### src/eeprom_rd_regs.svh
/*
  Constants of the two-wire EEPROM read and security region logic.
  Assumes it is included by bare name after the package.
*/
`ifndef EEPROM_RD_REGS_SVH
`define EEPROM_RD_REGS_SVH

// ==========================================================
// Device address byte
`define DEV_TYPE_ARRAY 4'ha
`define DEV_TYPE_SEC 4'hb
`define DEV_DIR_READ 1'h1

// ==========================================================
// Word address byte
`define SEC_SEL_CODE 2'h2
`define LOCK_CMD_CODE 4'h6

// ==========================================================
// Security region layout
`define SEC_IDX_W 5
`define SEC_USER_BIT 4
`define BYTE_BITS 4'h8

// ==========================================================
// Filler sent when no read data is waiting
`define IDLE_BYTE 8'hff

`endif

### src/eeprom_rd_pkg.sv
/*
  Types of the two-wire EEPROM read logic.
  Assumes nothing of its surroundings.
*/
package eeprom_rd_pkg;

  // Bus phase of the client
  typedef enum logic [2:0] {
    ST_IDLE,
    ST_RX,
    ST_RX_ACK,
    ST_TX,
    ST_TX_ACK,
    ST_TX_LOAD
  } phase_t;

  // Which received byte is being taken in
  typedef enum logic [1:0] {
    K_DEV,
    K_WA,
    K_WD
  } kind_t;

endpackage

### src/eeprom_rd.sv
/*
  Two-wire EEPROM client: reads with the shared address pointer,
  security region access and the lock command.
  Assumes a memory beside it that answers read requests in order,
  takes write strobes, and keeps the lock bit across power loss.
*/
// Function
// - A read is a write-style transfer with the direction bit set to one.
// - One pointer serves array and security region; dummy write sets it.
// - Pointer holds last accessed location plus one between transfers.
// - Read increment wraps from last byte of last page to first byte.
// - Start plus matching read address: acknowledge, send byte at pointer.
// - Host not acknowledging a data byte ends any read.
// - Repeated start with read direction returns byte at loaded address.
// - Sequential reads begin as current address or random reads.
// - Each acknowledged byte advances the pointer and sends the next.
// - Sequential read past the top address continues from address zero.
// - Security region is 32 bytes; lower 16 serial, read-only.
// - Upper half is two 8-byte pages taking byte and page writes.
// - Lock makes the user half reject all further programming.
// - Security access uses type 1011b and word address top bits 10b.
// - Security reads wrap after byte 31 back to byte 0.
// - Lock is word address 0110b; acknowledged only while unlocked.
// - Stop commits lock; after the timed cycle the region is read-only.
`include "eeprom_rd_regs.svh"

module eeprom_rd
  import eeprom_rd_pkg::*;
#(
  parameter int ADDR_W = 10,
  parameter logic [2:0] HW_ADDR = 3'h0,
  parameter int DATA_W = 8,
  parameter int DEPTH = 2,
  parameter int LOCK_CYCLES = 1024
)(
  // Clock and reset
  input wire logic i_clk,
  input wire logic i_rst_n,
  // Two-wire bus pins
  input wire logic i_scl,
  input wire logic i_sda,
  output logic o_sda_o,
  output logic o_sda_oe,
  // Read requests to the memory
  output logic o_req_valid,
  input wire logic i_req_ready,
  output logic [ADDR_W-1:0] o_req_addr,
  output logic o_req_sec,
  // Read data from the memory
  input wire logic i_rd_valid,
  input wire logic [DATA_W-1:0] i_rd_data,
  output logic o_rd_ready,
  // Write strobes to the memory
  output logic o_wr_valid,
  output logic [ADDR_W-1:0] o_wr_addr,
  output logic o_wr_sec,
  output logic [7:0] o_wr_data,
  // Lock state
  input wire logic i_locked_nv,
  output logic o_lock_commit,
  output logic o_locked,
  output logic o_busy
);

  localparam int HB = ADDR_W - 8;
  localparam int PW = (DEPTH > 1) ? $clog2(DEPTH) : 1;
  localparam int CW = $clog2(DEPTH + 1);

  typedef struct packed {
    logic [2:0] scl_sync;
    logic [2:0] sda_sync;
    logic scl_q;
    logic sda_q;
    phase_t ph;
    kind_t kind;
    logic [3:0] cnt;
    logic [7:0] sh;
    logic [7:0] dev;
    logic sec;
    logic [ADDR_W-1:0] ptr;
    logic sda_o;
    logic sda_oe;
    logic req_valid;
    logic [ADDR_W-1:0] req_addr;
    logic req_sec;
    logic [DEPTH-1:0][DATA_W-1:0] mem;
    logic [PW-1:0] wp;
    logic [PW-1:0] rp;
    logic [CW-1:0] count;
    logic rd_ready;
    logic wr_valid;
    logic [ADDR_W-1:0] wr_addr;
    logic wr_sec;
    logic [7:0] wr_data;
    logic lock_op;
    logic lock_pend;
    logic busy;
    logic [31:0] busy_cnt;
    logic lock_commit;
    logic locked;
  } core_t;

  // Filters start at the idle bus level, so releasing reset makes no edge
  localparam core_t RST = '{scl_sync: 3'h7, sda_sync: 3'h7, scl_q: 1'b1,
    sda_q: 1'b1, ph: ST_IDLE, kind: K_DEV, default: '0};

  core_t st_ff;
  core_t nxt_st;
  logic rise;
  logic fall;
  logic start;
  logic stop;
  logic ack;
  logic load_tx;
  logic pop;
  logic push;

  // Next pointer; the security region wraps inside its 32 bytes
  function automatic logic [ADDR_W-1:0] inc_ptr(
    input logic [ADDR_W-1:0] p,
    input logic s
  );
    logic [ADDR_W-1:0] r;
    r = p + 1'b1;
    if (s)
    begin
      r = {p[ADDR_W-1:`SEC_IDX_W],
           `SEC_IDX_W'(p[`SEC_IDX_W-1:0] + 1'b1)};
    end
    return r;
  endfunction

  // Hardware address bits sit above the array's high address bits
  function automatic logic dev_match(input logic [7:0] d);
    return (d[7:4] == `DEV_TYPE_ARRAY || d[7:4] == `DEV_TYPE_SEC) &&
           (d[3:HB+1] == HW_ADDR[2:HB]);
  endfunction

  always_comb
  begin
    nxt_st = st_ff;
    ack = 1'b0;
    load_tx = 1'b0;
    pop = 1'b0;
    nxt_st.scl_sync = {st_ff.scl_sync[1:0], i_scl};
    nxt_st.sda_sync = {st_ff.sda_sync[1:0], i_sda};
    if (st_ff.scl_sync[1] == st_ff.scl_sync[2])
    begin
      nxt_st.scl_q = st_ff.scl_sync[2];
    end
    if (st_ff.sda_sync[1] == st_ff.sda_sync[2])
    begin
      nxt_st.sda_q = st_ff.sda_sync[2];
    end
    rise = nxt_st.scl_q & ~st_ff.scl_q;
    fall = ~nxt_st.scl_q & st_ff.scl_q;
    start = st_ff.scl_q & nxt_st.scl_q & st_ff.sda_q & ~nxt_st.sda_q;
    stop = st_ff.scl_q & nxt_st.scl_q & ~st_ff.sda_q & nxt_st.sda_q;
    nxt_st.wr_valid = 1'b0;
    nxt_st.lock_commit = 1'b0;
    nxt_st.locked = st_ff.locked | i_locked_nv;
    if (st_ff.req_valid && i_req_ready)
    begin
      nxt_st.req_valid = 1'b0;
    end
    push = i_rd_valid && st_ff.rd_ready;

    // ========================================================
    // Bus sequencing
    if (start)
    begin
      nxt_st.ph = ST_RX;
      nxt_st.kind = K_DEV;
      nxt_st.cnt = 4'h0;
      nxt_st.sda_oe = 1'b0;
      nxt_st.lock_op = 1'b0;
      nxt_st.lock_pend = 1'b0;
    end
    else if (stop)
    begin
      nxt_st.ph = ST_IDLE;
      nxt_st.sda_oe = 1'b0;
      if (st_ff.lock_pend)
      begin
        nxt_st.busy = 1'b1;
        nxt_st.busy_cnt = 32'(LOCK_CYCLES);
        nxt_st.lock_pend = 1'b0;
      end
    end
    else
    begin
      case (st_ff.ph)
        ST_RX:
          if (rise && st_ff.cnt < `BYTE_BITS)
          begin
            nxt_st.sh = {st_ff.sh[6:0], st_ff.sda_q};
            nxt_st.cnt = st_ff.cnt + 4'h1;
          end
          else if (fall && st_ff.cnt == `BYTE_BITS)
          begin
            case (st_ff.kind)
              K_DEV:
              begin
                ack = !st_ff.busy && dev_match(st_ff.sh);
                nxt_st.dev = st_ff.sh;
                if (ack && st_ff.sh[0] == `DEV_DIR_READ)
                begin
                  nxt_st.sec = (st_ff.sh[7:4] == `DEV_TYPE_SEC);
                  nxt_st.req_valid = 1'b1;
                  nxt_st.req_addr = st_ff.ptr;
                  nxt_st.req_sec = (st_ff.sh[7:4] == `DEV_TYPE_SEC);
                end
              end
              K_WA:
                if (st_ff.dev[7:4] == `DEV_TYPE_SEC)
                begin
                  if (st_ff.sh[7:4] == `LOCK_CMD_CODE)
                  begin
                    ack = !st_ff.locked;
                    nxt_st.lock_op = 1'b1;
                  end
                  else if (st_ff.sh[7:6] == `SEC_SEL_CODE)
                  begin
                    ack = 1'b1;
                    nxt_st.ptr[7:0] = st_ff.sh;
                    nxt_st.sec = 1'b1;
                  end
                end
                else
                begin
                  ack = 1'b1;
                  nxt_st.ptr = {st_ff.dev[HB:1], st_ff.sh};
                  nxt_st.sec = 1'b0;
                end
              default:
                if (st_ff.lock_op)
                begin
                  ack = !st_ff.locked;
                  nxt_st.lock_pend = ack;
                end
                else
                begin
                  // Serial half ignores writes; user half is two pages
                  ack = !(st_ff.sec && st_ff.locked);
                  nxt_st.wr_valid = ack &&
                    (!st_ff.sec || st_ff.ptr[`SEC_USER_BIT]);
                  nxt_st.wr_addr = st_ff.ptr;
                  nxt_st.wr_sec = st_ff.sec;
                  nxt_st.wr_data = st_ff.sh;
                  if (ack)
                  begin
                    nxt_st.ptr = inc_ptr(st_ff.ptr, st_ff.sec);
                  end
                end
            endcase
            nxt_st.sda_oe = ack;
            nxt_st.ph = ack ? ST_RX_ACK : ST_IDLE;
          end
        ST_RX_ACK:
          if (fall)
          begin
            nxt_st.sda_oe = 1'b0;
            nxt_st.cnt = 4'h0;
            if (st_ff.kind == K_DEV && st_ff.dev[0] == `DEV_DIR_READ)
            begin
              load_tx = 1'b1;
            end
            else
            begin
              nxt_st.ph = ST_RX;
              nxt_st.kind = (st_ff.kind == K_DEV) ? K_WA : K_WD;
            end
          end
        ST_TX:
          if (fall)
          begin
            if (st_ff.cnt == `BYTE_BITS)
            begin
              nxt_st.sda_oe = 1'b0;
              nxt_st.ph = ST_TX_ACK;
            end
            else
            begin
              nxt_st.sda_oe = ~st_ff.sh[6];
              nxt_st.sh = {st_ff.sh[6:0], 1'b0};
              nxt_st.cnt = st_ff.cnt + 4'h1;
            end
          end
        ST_TX_ACK:
          if (rise)
          begin
            if (!st_ff.sda_q)
            begin
              nxt_st.ph = ST_TX_LOAD;
              nxt_st.req_valid = 1'b1;
              nxt_st.req_addr = st_ff.ptr;
              nxt_st.req_sec = st_ff.sec;
            end
            else
            begin
              nxt_st.ph = ST_IDLE;
            end
          end
        ST_TX_LOAD:
          load_tx = fall;
        default:
          nxt_st.ph = ST_IDLE;
      endcase
    end

    // First data bit goes out on the same low phase
    if (load_tx)
    begin
      pop = (st_ff.count != '0);
      nxt_st.sh = pop ? st_ff.mem[st_ff.rp] : `IDLE_BYTE;
      nxt_st.sda_oe = pop ? ~st_ff.mem[st_ff.rp][7] : 1'b0;
      nxt_st.cnt = 4'h1;
      nxt_st.ph = ST_TX;
      nxt_st.ptr = inc_ptr(st_ff.ptr, st_ff.sec);
    end

    // ========================================================
    // Read data buffer; a late word is dropped at the next start or stop
    if (push)
    begin
      nxt_st.mem[st_ff.wp] = i_rd_data;
      nxt_st.wp = PW'((32'(st_ff.wp) + 1) % DEPTH);
    end
    if (pop)
    begin
      nxt_st.rp = PW'((32'(st_ff.rp) + 1) % DEPTH);
    end
    nxt_st.count = CW'(st_ff.count + CW'(push) - CW'(pop));
    if (start || stop)
    begin
      nxt_st.rp = nxt_st.wp;
      nxt_st.count = '0;
    end
    nxt_st.rd_ready = (nxt_st.count != CW'(DEPTH));

    // ========================================================
    // Self-timed lock cycle; the bus is refused while it runs
    if (st_ff.busy)
    begin
      if (st_ff.busy_cnt <= 32'h1)
      begin
        nxt_st.busy = 1'b0;
        nxt_st.locked = 1'b1;
        nxt_st.lock_commit = 1'b1;
      end
      else
      begin
        nxt_st.busy_cnt = st_ff.busy_cnt - 32'h1;
      end
    end
  end

  always_ff @(posedge i_clk)
  begin
    if (!i_rst_n)
      st_ff <= RST;
    else
      st_ff <= nxt_st;
  end

  assign o_sda_o = st_ff.sda_o;
  assign o_sda_oe = st_ff.sda_oe;
  assign o_req_valid = st_ff.req_valid;
  assign o_req_addr = st_ff.req_addr;
  assign o_req_sec = st_ff.req_sec;
  assign o_rd_ready = st_ff.rd_ready;
  assign o_wr_valid = st_ff.wr_valid;
  assign o_wr_addr = st_ff.wr_addr;
  assign o_wr_sec = st_ff.wr_sec;
  assign o_wr_data = st_ff.wr_data;
  assign o_lock_commit = st_ff.lock_commit;
  assign o_locked = st_ff.locked;
  assign o_busy = st_ff.busy;
endmodule

### config.mk
export PLATFORM = sky130hd
export DESIGN_NAME = eeprom_rd
export DESIGN_NICKNAME = d
export VERILOG_FILES = /design/src/eeprom_rd_pkg.sv /design/src/eeprom_rd.sv
export VERILOG_INCLUDE_DIRS = /design/src /design/src/src
export SDC_FILE = /design/constraint.sdc
export NUM_CORES = 1
export LEC_CHECK = 0
export BUFFER_PORTS_ARGS = -buffer_cell sky130_fd_sc_hd__buf_2
export CORE_MARGIN = 10
export CORE_UTILIZATION = 62
export CTS_BUF_LIST = sky130_fd_sc_hd__clkbuf_8
export DETAILED_ROUTE_END_ITERATION = 16
export MAX_ROUTING_LAYER = met4
export PLACE_DENSITY = 0.86
export SYNTH_ARGS = -nofsm -noshare
export SYNTH_HDL_FRONTEND = slang
export SYNTH_SLANG_ARGS = --single-unit
### constraint.sdc
create_clock -name i_clk -period 2.6 [get_ports i_clk]
set_input_delay 0.13 -clock i_clk [delete_from_list [all_inputs] [get_ports i_clk]]
set_output_delay 0.13 -clock i_clk [all_outputs]
set_load 0.02 [all_outputs]
==> flow_summary.toml, run 1 <==
[logic_synthesis]
avgSynthCellArea_um2 = 8.60
synth-edff-count = 0
synth_nets = 806
netlist_area_um2 = 6730
synth.area.top_cells = "dfxtp_1 40%, nand2_1 4.6%, a21oi_1 4.2%"
yosysSeqAreaShare = 0.399
synth_top_area_share = 0.399
synthArstFlopShare = 0
synth_top_cell_by_area = "dfxtp_1"
ys.flop_type = "dfxtp_1"
synth_cell_types = 75
ys_ff_latch = 134
ys_warn_count = 0
netlist_instances = 782

[detailed_routing]
routed_wl_mm = 18.0
viasPerCell = 6.50
wire_per_inst_um = 18.5
drt-initial-drc-count = 789
drc = 0
dr_total_vias = 6336
first_pass_iters = 6
drt.antenna.violating_nets = 0

[grt]
grt_pass1_vias = 6000
overflow = 0
grt_max_degree = 52
grt_pass1_wl_mm = 29.1
grt_antenna_before_repair = 0
grt_use_total = 0.241

[timing]
period_share = 0.958
rsz0062_at_grt = "no"
fin_crit_ps = 2490
drv_slew = 0
tightest_slew_ps = 1020
fmax_ghz = 0.401
setup_tns_ps = 0
hold_violations = 0
clock_skew_ps = 7.46
finalSetupViolCount = 0
relSlewSlack = 0.315

[pwr]
power_density_nw_per_um2 = 592
ir_worst_vdd_uv = 403
p_leak_nw = 3.00
total_power_mw = 4.46

[finish]
drive_gt1_frac = 0.178
final_nets = 851
final_cell_mix = "134 x dfxtp_1, 83 x nand2_1, 57 x a21oi_1"
layout-area-overhead-vs-synth_pct = 11.9
diodes = 0
layout_commonest_cell = "dfxtp_1"
fillCellCount = 786

[cts]
numCtsBuffers = 17
clk_latency_ps = 450
cts-root-buf = "clkbuf_8"
htreeDepth = 4
cts.sinks = 134
path_clk_slew_ps = 80
tritoncts = "built"
clockBufferDepth = 2
postCtsSetupBuffers = 0

[die]
dieArea_um2 = 15400
initial_utilization = 0.643
io_pins = 53
rows = 37
core_area_um2 = 10500
dieWidth_um = 124
die_y_um = 124

[worst_setup_path]
crit_family = "simple AND/OR/NAND/NOR gates"
crit_required_ps = 2920
worst_path_most_repeated_cell = "ha_1"
path_cells = "nor3b_1, a31oi_1, nor3_2, ha_1, inv_1, ha_1, xor2_1, xnor2_1, nor3_1, nor2_1"
worstPathArrival_ps = 2810
path_max_fanout = 11
start_kind = "register"
cp_slowest_cell = "dfxtp_1"
slowest_delay_ps = 530
end_kind = "register"
cp_num_buf_inv = 1
timing_worst_setup_path_type = "register to register"

[placed_design]
io_buffers = 51
dp_hpwl_mm = 12.7
routabilityCongestion = 0.964

[hold_path]
min_path_type = "input pin to register"

[status]
status = "finished clean"

[run]
drv_cap = 0
## synthesized netlist by cell type, drive strengths merged, types with 4 or more instances
master,count
or4,14
clkbuf,34
nor3,16
a22o,11
inv,20
nand3b,6
nand2,83
o22ai,13
mux2,7
a31oi,6
mux2i,26
nor2,53
a21oi,58
or2,7
o41ai,6
nand2b,20
o31ai,9
o21ai,27
a32o,10
o211ai,12
dfxtp,134
buf,37
nand4,9
nand3,22
nor3b,7
a211oi,6
xor2,4
a21o,12
nor4,22
or3,12
a311oi,7
and2,4
or3b,6
nor2b,7
ha,9
## layout make-up
cell class,instances,area [um2],area share
Multi-Input combinational cell,557,3570,0.474
Sequential cell,134,2680,0.356
Timing Repair Buffer,97,631,0.0837
Clock buffer,20,275,0.0366
Tap cell,136,170,0.0226
Clock inverter,11,131,0.0174
Inverter,20,75.1,0.00997
## per-layer routing
layer / vias to the layer above / GRT usage / routed length, um
li1: 2953 / - / -
met1: 3015 / 0.293 / 7660
met2: 312 / 0.373 / 8480
met3: 56 / 0.0534 / 1430
met4: 0 / 0.110 / 444
met5: - / - / 0
## power breakdown
group / switching, mW / internal, mW / total, mW
sequential: 0.0623 / 2.10 / 2.16
clock: 0.792 / 1.01 / 1.80
combinational: 0.291 / 0.204 / 0.494
total: 1.14 / 3.31 / 4.46
## flip-flops by register name, summed over array words and instances, names as in the netlist
signal and count:
o_rd_ready 1, o_req_valid 1, o_lock_commit 1, o_locked 1, o_wr_addr 10, o_req_sec 1
o_busy 1, o_req_addr 10, nxt_st 4, o_wr_data 8, st_ff 93, o_sda_oe 1
o_wr_valid 1, o_wr_sec 1
## per-stage QoR
| stage | hold slack (ps) | worst slack, ps | area (um2) | std cells | utilization |
|---|---|---|---|---|---|
| after global routing | 110 | 16.2 | 7530 | 975 | 0.720 |
| after global placement | 311 | 255 | 7000 | 932 | 0.669 |
| after floorplan | 231 | 180 | 6730 | 782 | - |
| after CTS | 78.9 | 33.5 | 7530 | 975 | 0.719 |
| final | 110 | 108 | 7530 | 975 | 0.720 |
| after detailed placement | 317 | 110 | 7000 | 932 | 0.669 |
## final timing paths
path         depth (start not counted)           to         from  slack [ps]
max                                 10   o_rd_ready   st_ff[126]         110
min                                  2     o_locked      i_rst_n         110
max reg2reg                         10   o_rd_ready   st_ff[126]         110
min reg2reg                          1  nxt_st[135]  nxt_st[134]         410
## kinds of logic (layout without fill, tap and decap cells)
| family | count (synthesis) | after routing | synth area share |
|---|---|---|---|
| AO/OA/AOI/OAI | 204 | 204 | 0.211 |
| XOR/XNOR | 7 | 7 | 0.00911 |
| adder cells (fa/ha/maj) | 9 | 9 | 0.0167 |
| buffers and inverters | 91 | 148 | 0.0721 |
| flip-flops | 134 | 134 | 0.399 |
| multiplexers | 33 | 33 | 0.0504 |
| other | 1 | 1 | 0.000557 |
| AND/OR/NAND/NOR | 303 | 303 | 0.242 |
## repair_timing
action / 4_1_cts / 5_1_grt
gates resized for setup: 0 / 1
setup endpoints to repair: 0 / 2
hold endpoints to repair: 20 / 0
hold buffers: 12 / 0
(Power assumes the default switching activity.)
==> inputs of run 2 (changes only) <==
Settings changed: ABC_AREA from default to 1, CORE_UTILIZATION 62 to 63, PLACE_DENSITY 0.86 to 0.87.
==> run 2 against run 1 <==
Compared with the run above:
- sequential power rose by 8%
- register-to-register slack improved by 280 ps
- routed wire length rose by 1.0%
- highest routed layer unchanged
- clock power barely moved
- setup slack improved by 280 ps
- combinational power rose to 2.6 times the previous value
- maximum frequency rose by 13%
- sequential share of layout area fell by 2.1 points
- synthesized cell count rose by 42%
- critical path type unchanged
- utilization fell by 2.0 points
- clock skew rose by 2.5 ps
- via count rose by 12%
==> flow_summary.toml, run 2 <==
[logic_synthesis]
yosysSeqAreaShare = 0.365
synth_cell_types = 47
netlist_area_um2 = 7360
synth.most_common_cell = "nand2_1"
synth-edff-count = 0
synth_xor_area_frac = 0.0321
ys.flop_type = "dfxtp_1"
netlist_instances = 1112
ys_warn_count = 0
synth_top_area_share = 0.365
synthArstFlopShare = 0
synth_mux_area_frac = 0
synth.area.top_cells = "dfxtp_1 36%, nand2_1 11%, nor2_1 11%"
yosys.area_share.simple = 0.336
ys_ff_latch = 134
synth_common_cells = "217 x nand2_1, 209 x nor2_1, 134 x dfxtp_1, 103 x inv_1, 89 x o21ai_0"
synth_nets = 1136
synth_top_cell_by_area = "dfxtp_1"
synth_top_family_by_area = "simple AND/OR/NAND/NOR gates"
synth_compound_area_frac = 0.138
avgSynthCellArea_um2 = 6.62
synthAdderAreaFrac = 0.0153

[status]
status = "finished clean"

[placed_design]
dp_hpwl_mm = 12.9
routabilityCongestion = 1.01
dpl.cell_count = 1252
io_buffers = 51

[timing]
relSlewSlack = 0.464
hold_violations = 0
period_share = 0.851
tightest_slew_ps = 804
clock_skew_ps = 9.97
fin_crit_ps = 2210
finalSetupViolCount = 0
drv_slew = 0
rsz0062_at_grt = "no"
fmax_ghz = 0.452
hold_ws_ps = 29.0
setup_tns_ps = 0

[worst_setup_path]
cp_slowest_cell = "nand2_2"
start_kind = "register"
path_max_fanout = 28
end_kind = "register"
path_cells = "inv_1, ha_1, nand2_2, nor2_4, nand3_2, nand2_1, nand2_1, nand2_2, o21ai_0, nand2_1, nor2_1"
worstPathArrival_ps = 2560
crit_required_ps = 2950
cp_num_buf_inv = 1
r2r_end = "st_ff[22]"
rr_startpoint = "st_ff[2]"
r2r_slack_ps = 390
slowest_delay_ps = 380
reg2reg_depth = 11
worst_path_most_repeated_cell = "nand2_1"
timing_worst_setup_path_type = "register to register"
crit_family = "simple AND/OR/NAND/NOR gates"

[finish]
final_nets = 1163
drive_gt1_frac = 0.113
layout-area-overhead-vs-synth_pct = 8.60
diodes = 0
largest_reg_flops = 93
layout.cells.non_filler = 1295
layout_commonest_cell = "nand2_1"
final_cell_mix = "217 x nand2_1, 209 x nor2_1, 134 x dfxtp_1"
registers.top_by_ff_count = "st_ff"

[cts]
post_cts_resized = 0
path_clk_slew_ps = 80
cts-root-buf = "clkbuf_8"
cts.sinks = 134
numCtsBuffers = 17
tritoncts = "built"
clk_latency_ps = 450
htreeDepth = 4
clockBufferDepth = 2

[grt]
grt_use_met3 = 0.0496
grt_antenna_before_repair = 0
overflow = 0
grt_max_degree = 80
use_met1 = 0.289
busiest_layer = "met2"
use_met2 = 0.346
grt_pass1_wl_mm = 30.7
grt_use_total = 0.229
grt_pass1_vias = 6544

[pwr]
pwr-share-clk = 0.332
ir_worst_vdd_uv = 563
p_leak_nw = 3.76
pwr-share-comb = 0.239
p_int_mw = 3.61
p_sw_mw = 1.81
total_power_mw = 5.42
power_density_nw_per_um2 = 679
p_sw_frac = 0.335
pwr-share-seq = 0.429

[hold_path]
min_to = "o_req_valid"
worstHoldPathCells = 4
min_from = "i_req_ready"
min_path_type = "input pin to register"

[run]
drv_cap = 0

[detailed_routing]
viasPerCell = 5.50
drc = 0
drt-initial-drc-count = 727
routed_wl_mm = 18.2
wire_per_inst_um = 14.0
first_pass_iters = 6
dr_total_vias = 7124
drt.antenna.violating_nets = 0

[die]
rows = 39
io_pins = 53
dieArea_um2 = 16400
core_area_um2 = 11400
die_y_um = 128
initial_utilization = 0.644
dieWidth_um = 128
==> run 2: how the worst max path moves through the flow <==
stage	start	endpoint	slack (ps)	depth (start not counted)
floorplan	st_ff[127]	o_rd_ready	720	12
global placement	st_ff[127]	o_rd_ready	550	12
detailed placement	st_ff[2]	st_ff[19]	410	11
CTS	st_ff[2]	st_ff[19]	420	11
global route	st_ff[2]	st_ff[21]	120	11
finish	st_ff[2]	st_ff[22]	390	11
==> run 2: power groups by stage <==
stage               clock [mW]  sequential, mW  combinational (mW)
floorplan                    0            2.35                1.03
global placement             0            2.36                1.22
CTS                       1.81            2.32                1.28
global route              1.90            2.34                1.48
detailed placement           0            2.37                1.24
finish                    1.80            2.33                1.30
==> run 2: logic make-up (layout without fill, tap and decap cells) <==
| family | after synthesis | after routing |
|---|---|---|
| xor gates and xnor gates | 27 | 27 |
| DFF | 134 | 134 |
| AOI/OAI and AO/OA | 192 | 192 |
| adders and majority gates | 9 | 9 |
| and+or+nand+nor | 573 | 573 |
| buffers and inverters | 176 | 216 |
| other | 1 | 1 |
==> run 2: area by class of cell <==
type                       instances  area (um2)
clock buffer                      22         303
clock inverter                    10         119
fill                            1011        3430
inverter                         109         409
multi-input combinational        802        3840
sequential                       134        2680
tap                              143         179
timing repair buffer              75         463
==> run 2: worst register-to-register path: stages (launching register included) <==
cell     delay, ps
dfxtp_1        340
inv_1          130
ha_1           280
nand2_2        140
nor2_4         180
nand3_2        110
nand2_1        130
nand2_1         90
nand2_2        380
o21ai_0        180
nand2_1         90
nor2_1          50
==> run 2: metrics by stage <==
stage	setup WS (ps)	cell area, um2	utilization
global route	122	7990	0.700
detailed placement	407	7460	0.653
finish	388	7990	0.700
CTS	423	7990	0.700
global placement	551	7460	0.653
floorplan	717	7360	-
==> run 2: layer usage <==
layer  up-vias  part of all wire  routed length (um)
met1      3201              0.45                8180
met4         0             0.029                 527
met3        50             0.072                1310
li1       3601                 -                   -
met2       272              0.45                8170
met5         -                 0                   0
==> run 2: what timing repair did <==
action                     in CTS  in global routing
hold endpoints to repair       19                  0
hold buffers                   11                  0
setup endpoints to repair       0                  0
setup buffers                   0                  0
==> inputs of run 3 (changes only) <==
Settings changed: CORE_UTILIZATION 63 to 35, PLACE_DENSITY 0.87 to 0.55.
==> run 3 against run 2 <==
Compared with the run above:
- setup slack better by 28 ps
- clock skew is 1.5 ps higher
- sequential share of layout area is 0.67 points lower
- combinational power hardly changed
- count of clock-buffer cells in the layout is 2 lower
- first-iteration DRC count is 36% lower
==> flow_summary.toml, run 3 (synthesized netlist as in run 2, its figures left out) <==
[cts]
post_cts_resized = 0
numCtsBuffers = 17
path_clk_slew_ps = 80
htreeDepth = 4
ctsHoldBuffers = 11
tritoncts = "built"
postCtsSetupBuffers = 0
clockBufferDepth = 2
clk_latency_ps = 450
cts-root-buf = "clkbuf_8"
cts.sinks = 134

[finish]
drive_gt1_frac = 0.112
largest_reg_flops = 93
fillCellCount = 2213
registers.top_by_ff_count = "st_ff"
final_cell_mix = "217 x nand2_1, 209 x nor2_1, 134 x dfxtp_1"
final_area_um2 = 8160
final_core_util = 0.399
layout.cells.non_filler = 1424
layout_commonest_cell = "nand2_1"
diodes = 0
final_nets = 1167
layout-area-overhead-vs-synth_pct = 10.8

[die]
dieWidth_um = 165
die_y_um = 165
dieArea_um2 = 27200
io_pins = 53
core_area_um2 = 20400
initial_utilization = 0.360
rows = 52

[worst_setup_path]
slowest_delay_ps = 400
worst_path_most_repeated_cell = "nand2_1"
crit_start = "st_ff[2]"
start_kind = "register"
crit_family = "simple AND/OR/NAND/NOR gates"
end_kind = "register"
timing_worst_setup_path_type = "register to register"
cp_num_buf_inv = 1
r2r_end = "st_ff[29]"
reg2reg_depth = 11
r2r_slack_ps = 420
cp_slowest_cell = "nand2_2"
path_cells = "inv_1, ha_1, nand2_2, nor2_4, nand3_2, nand2_1, nand2_1, nand2_2, o21ai_0, nand2_1, nor2_1"
crit_required_ps = 2940
path_max_fanout = 28
worstPathArrival_ps = 2530
rr_startpoint = "st_ff[2]"

[grt]
grt_max_degree = 80
overflow = 0
grt_antenna_before_repair = 0
use_met2 = 0.233
grt_pass1_vias = 6495
grt_pass1_wl_mm = 33.4
grt_use_total = 0.155
use_met1 = 0.207
grt_use_met3 = 0.0301
busiest_layer = "met2"

[detailed_routing]
dr_total_vias = 6917
wire_per_inst_um = 14.4
drc = 0
routed_wl_mm = 20.5
viasPerCell = 4.86
drt.antenna.violating_nets = 0
drt-initial-drc-count = 463
first_pass_iters = 5

[pwr]
p_int_mw = 3.54
p_sw_mw = 1.80
pwr-share-seq = 0.435
pwr-share-clk = 0.323
pwr-share-comb = 0.243
ir_worst_vdd_uv = 389
p_sw_frac = 0.338
total_power_mw = 5.34
power_density_nw_per_um2 = 655
p_leak_nw = 3.78

[timing]
tightest_slew_ps = 776
rsz0062_at_grt = "no"
clock_skew_ps = 11.5
fin_crit_ps = 2180
period_share = 0.840
relSlewSlack = 0.483
setup_ws_ps = 415
finalSetupViolCount = 0
hold_ws_ps = 20.8
drv_slew = 0
hold_violations = 0
setup_tns_ps = 0
fmax_ghz = 0.458

[status]
status = "finished clean"

[hold_path]
min_path_type = "input pin to register"
min_to = "o_req_valid"
worstHoldPathCells = 4
min_from = "i_req_ready"

[placed_design]
post_dp_cell_area_um2 = 7660
dp_hpwl_mm = 14.7
io_buffers = 51
dpl.cell_count = 1383
routabilityCongestion = 0.929
preCtsSetupSlack_ps = 398

[run]
drv_cap = 0
## run 3: how the worst max path moves through the flow
stage                     slack, ps            end  cells past startpoint
final                           420      st_ff[29]                     11
after global routing            140      st_ff[22]                     11
after CTS                       380      st_ff[22]                     11
after detailed placement        400      st_ff[29]                     11
after global placement          460  o_req_addr[0]                      9
after floorplan                 720     o_rd_ready                     12
## run 3: power groups by stage
| stage | clock (mW) | sequential [mW] | combinational (mW) |
|---|---|---|---|
| 2_1_floorplan | 0 | 2.35 | 1.03 |
| 6_report | 1.72 | 2.32 | 1.30 |
| 3_3_place_gp | 0 | 2.37 | 1.29 |
| 4_1_cts | 1.77 | 2.32 | 1.31 |
| 3_5_place_dp | 0 | 2.37 | 1.28 |
| 5_1_grt | 1.86 | 2.34 | 1.48 |
## run 3: layout make-up
class / count / area, um2 / share of cell area
multi-input cells: 802 / 3840 / 0.470
flip-flops and latches: 134 / 2680 / 0.329
repair buffers: 79 / 505 / 0.0620
inverters: 109 / 409 / 0.0502
well taps: 270 / 338 / 0.0414
clock buffers: 20 / 275 / 0.0338
clock inverters: 10 / 109 / 0.0133
## run 3: per-layer routing
metal,wire length [um],vias up
met2,8790,157
met3,1020,20
met1,10300,3143
met4,344,0
met5,0,-
li1,-,3597
## run 3: worst reg2reg max path: cells and delay by family (launching register included)
family	cells	cell delay, ps
simple gates	8	1170
fa+ha+maj	1	270
buf+inv	1	130
compound gates	1	190
flops	1	340
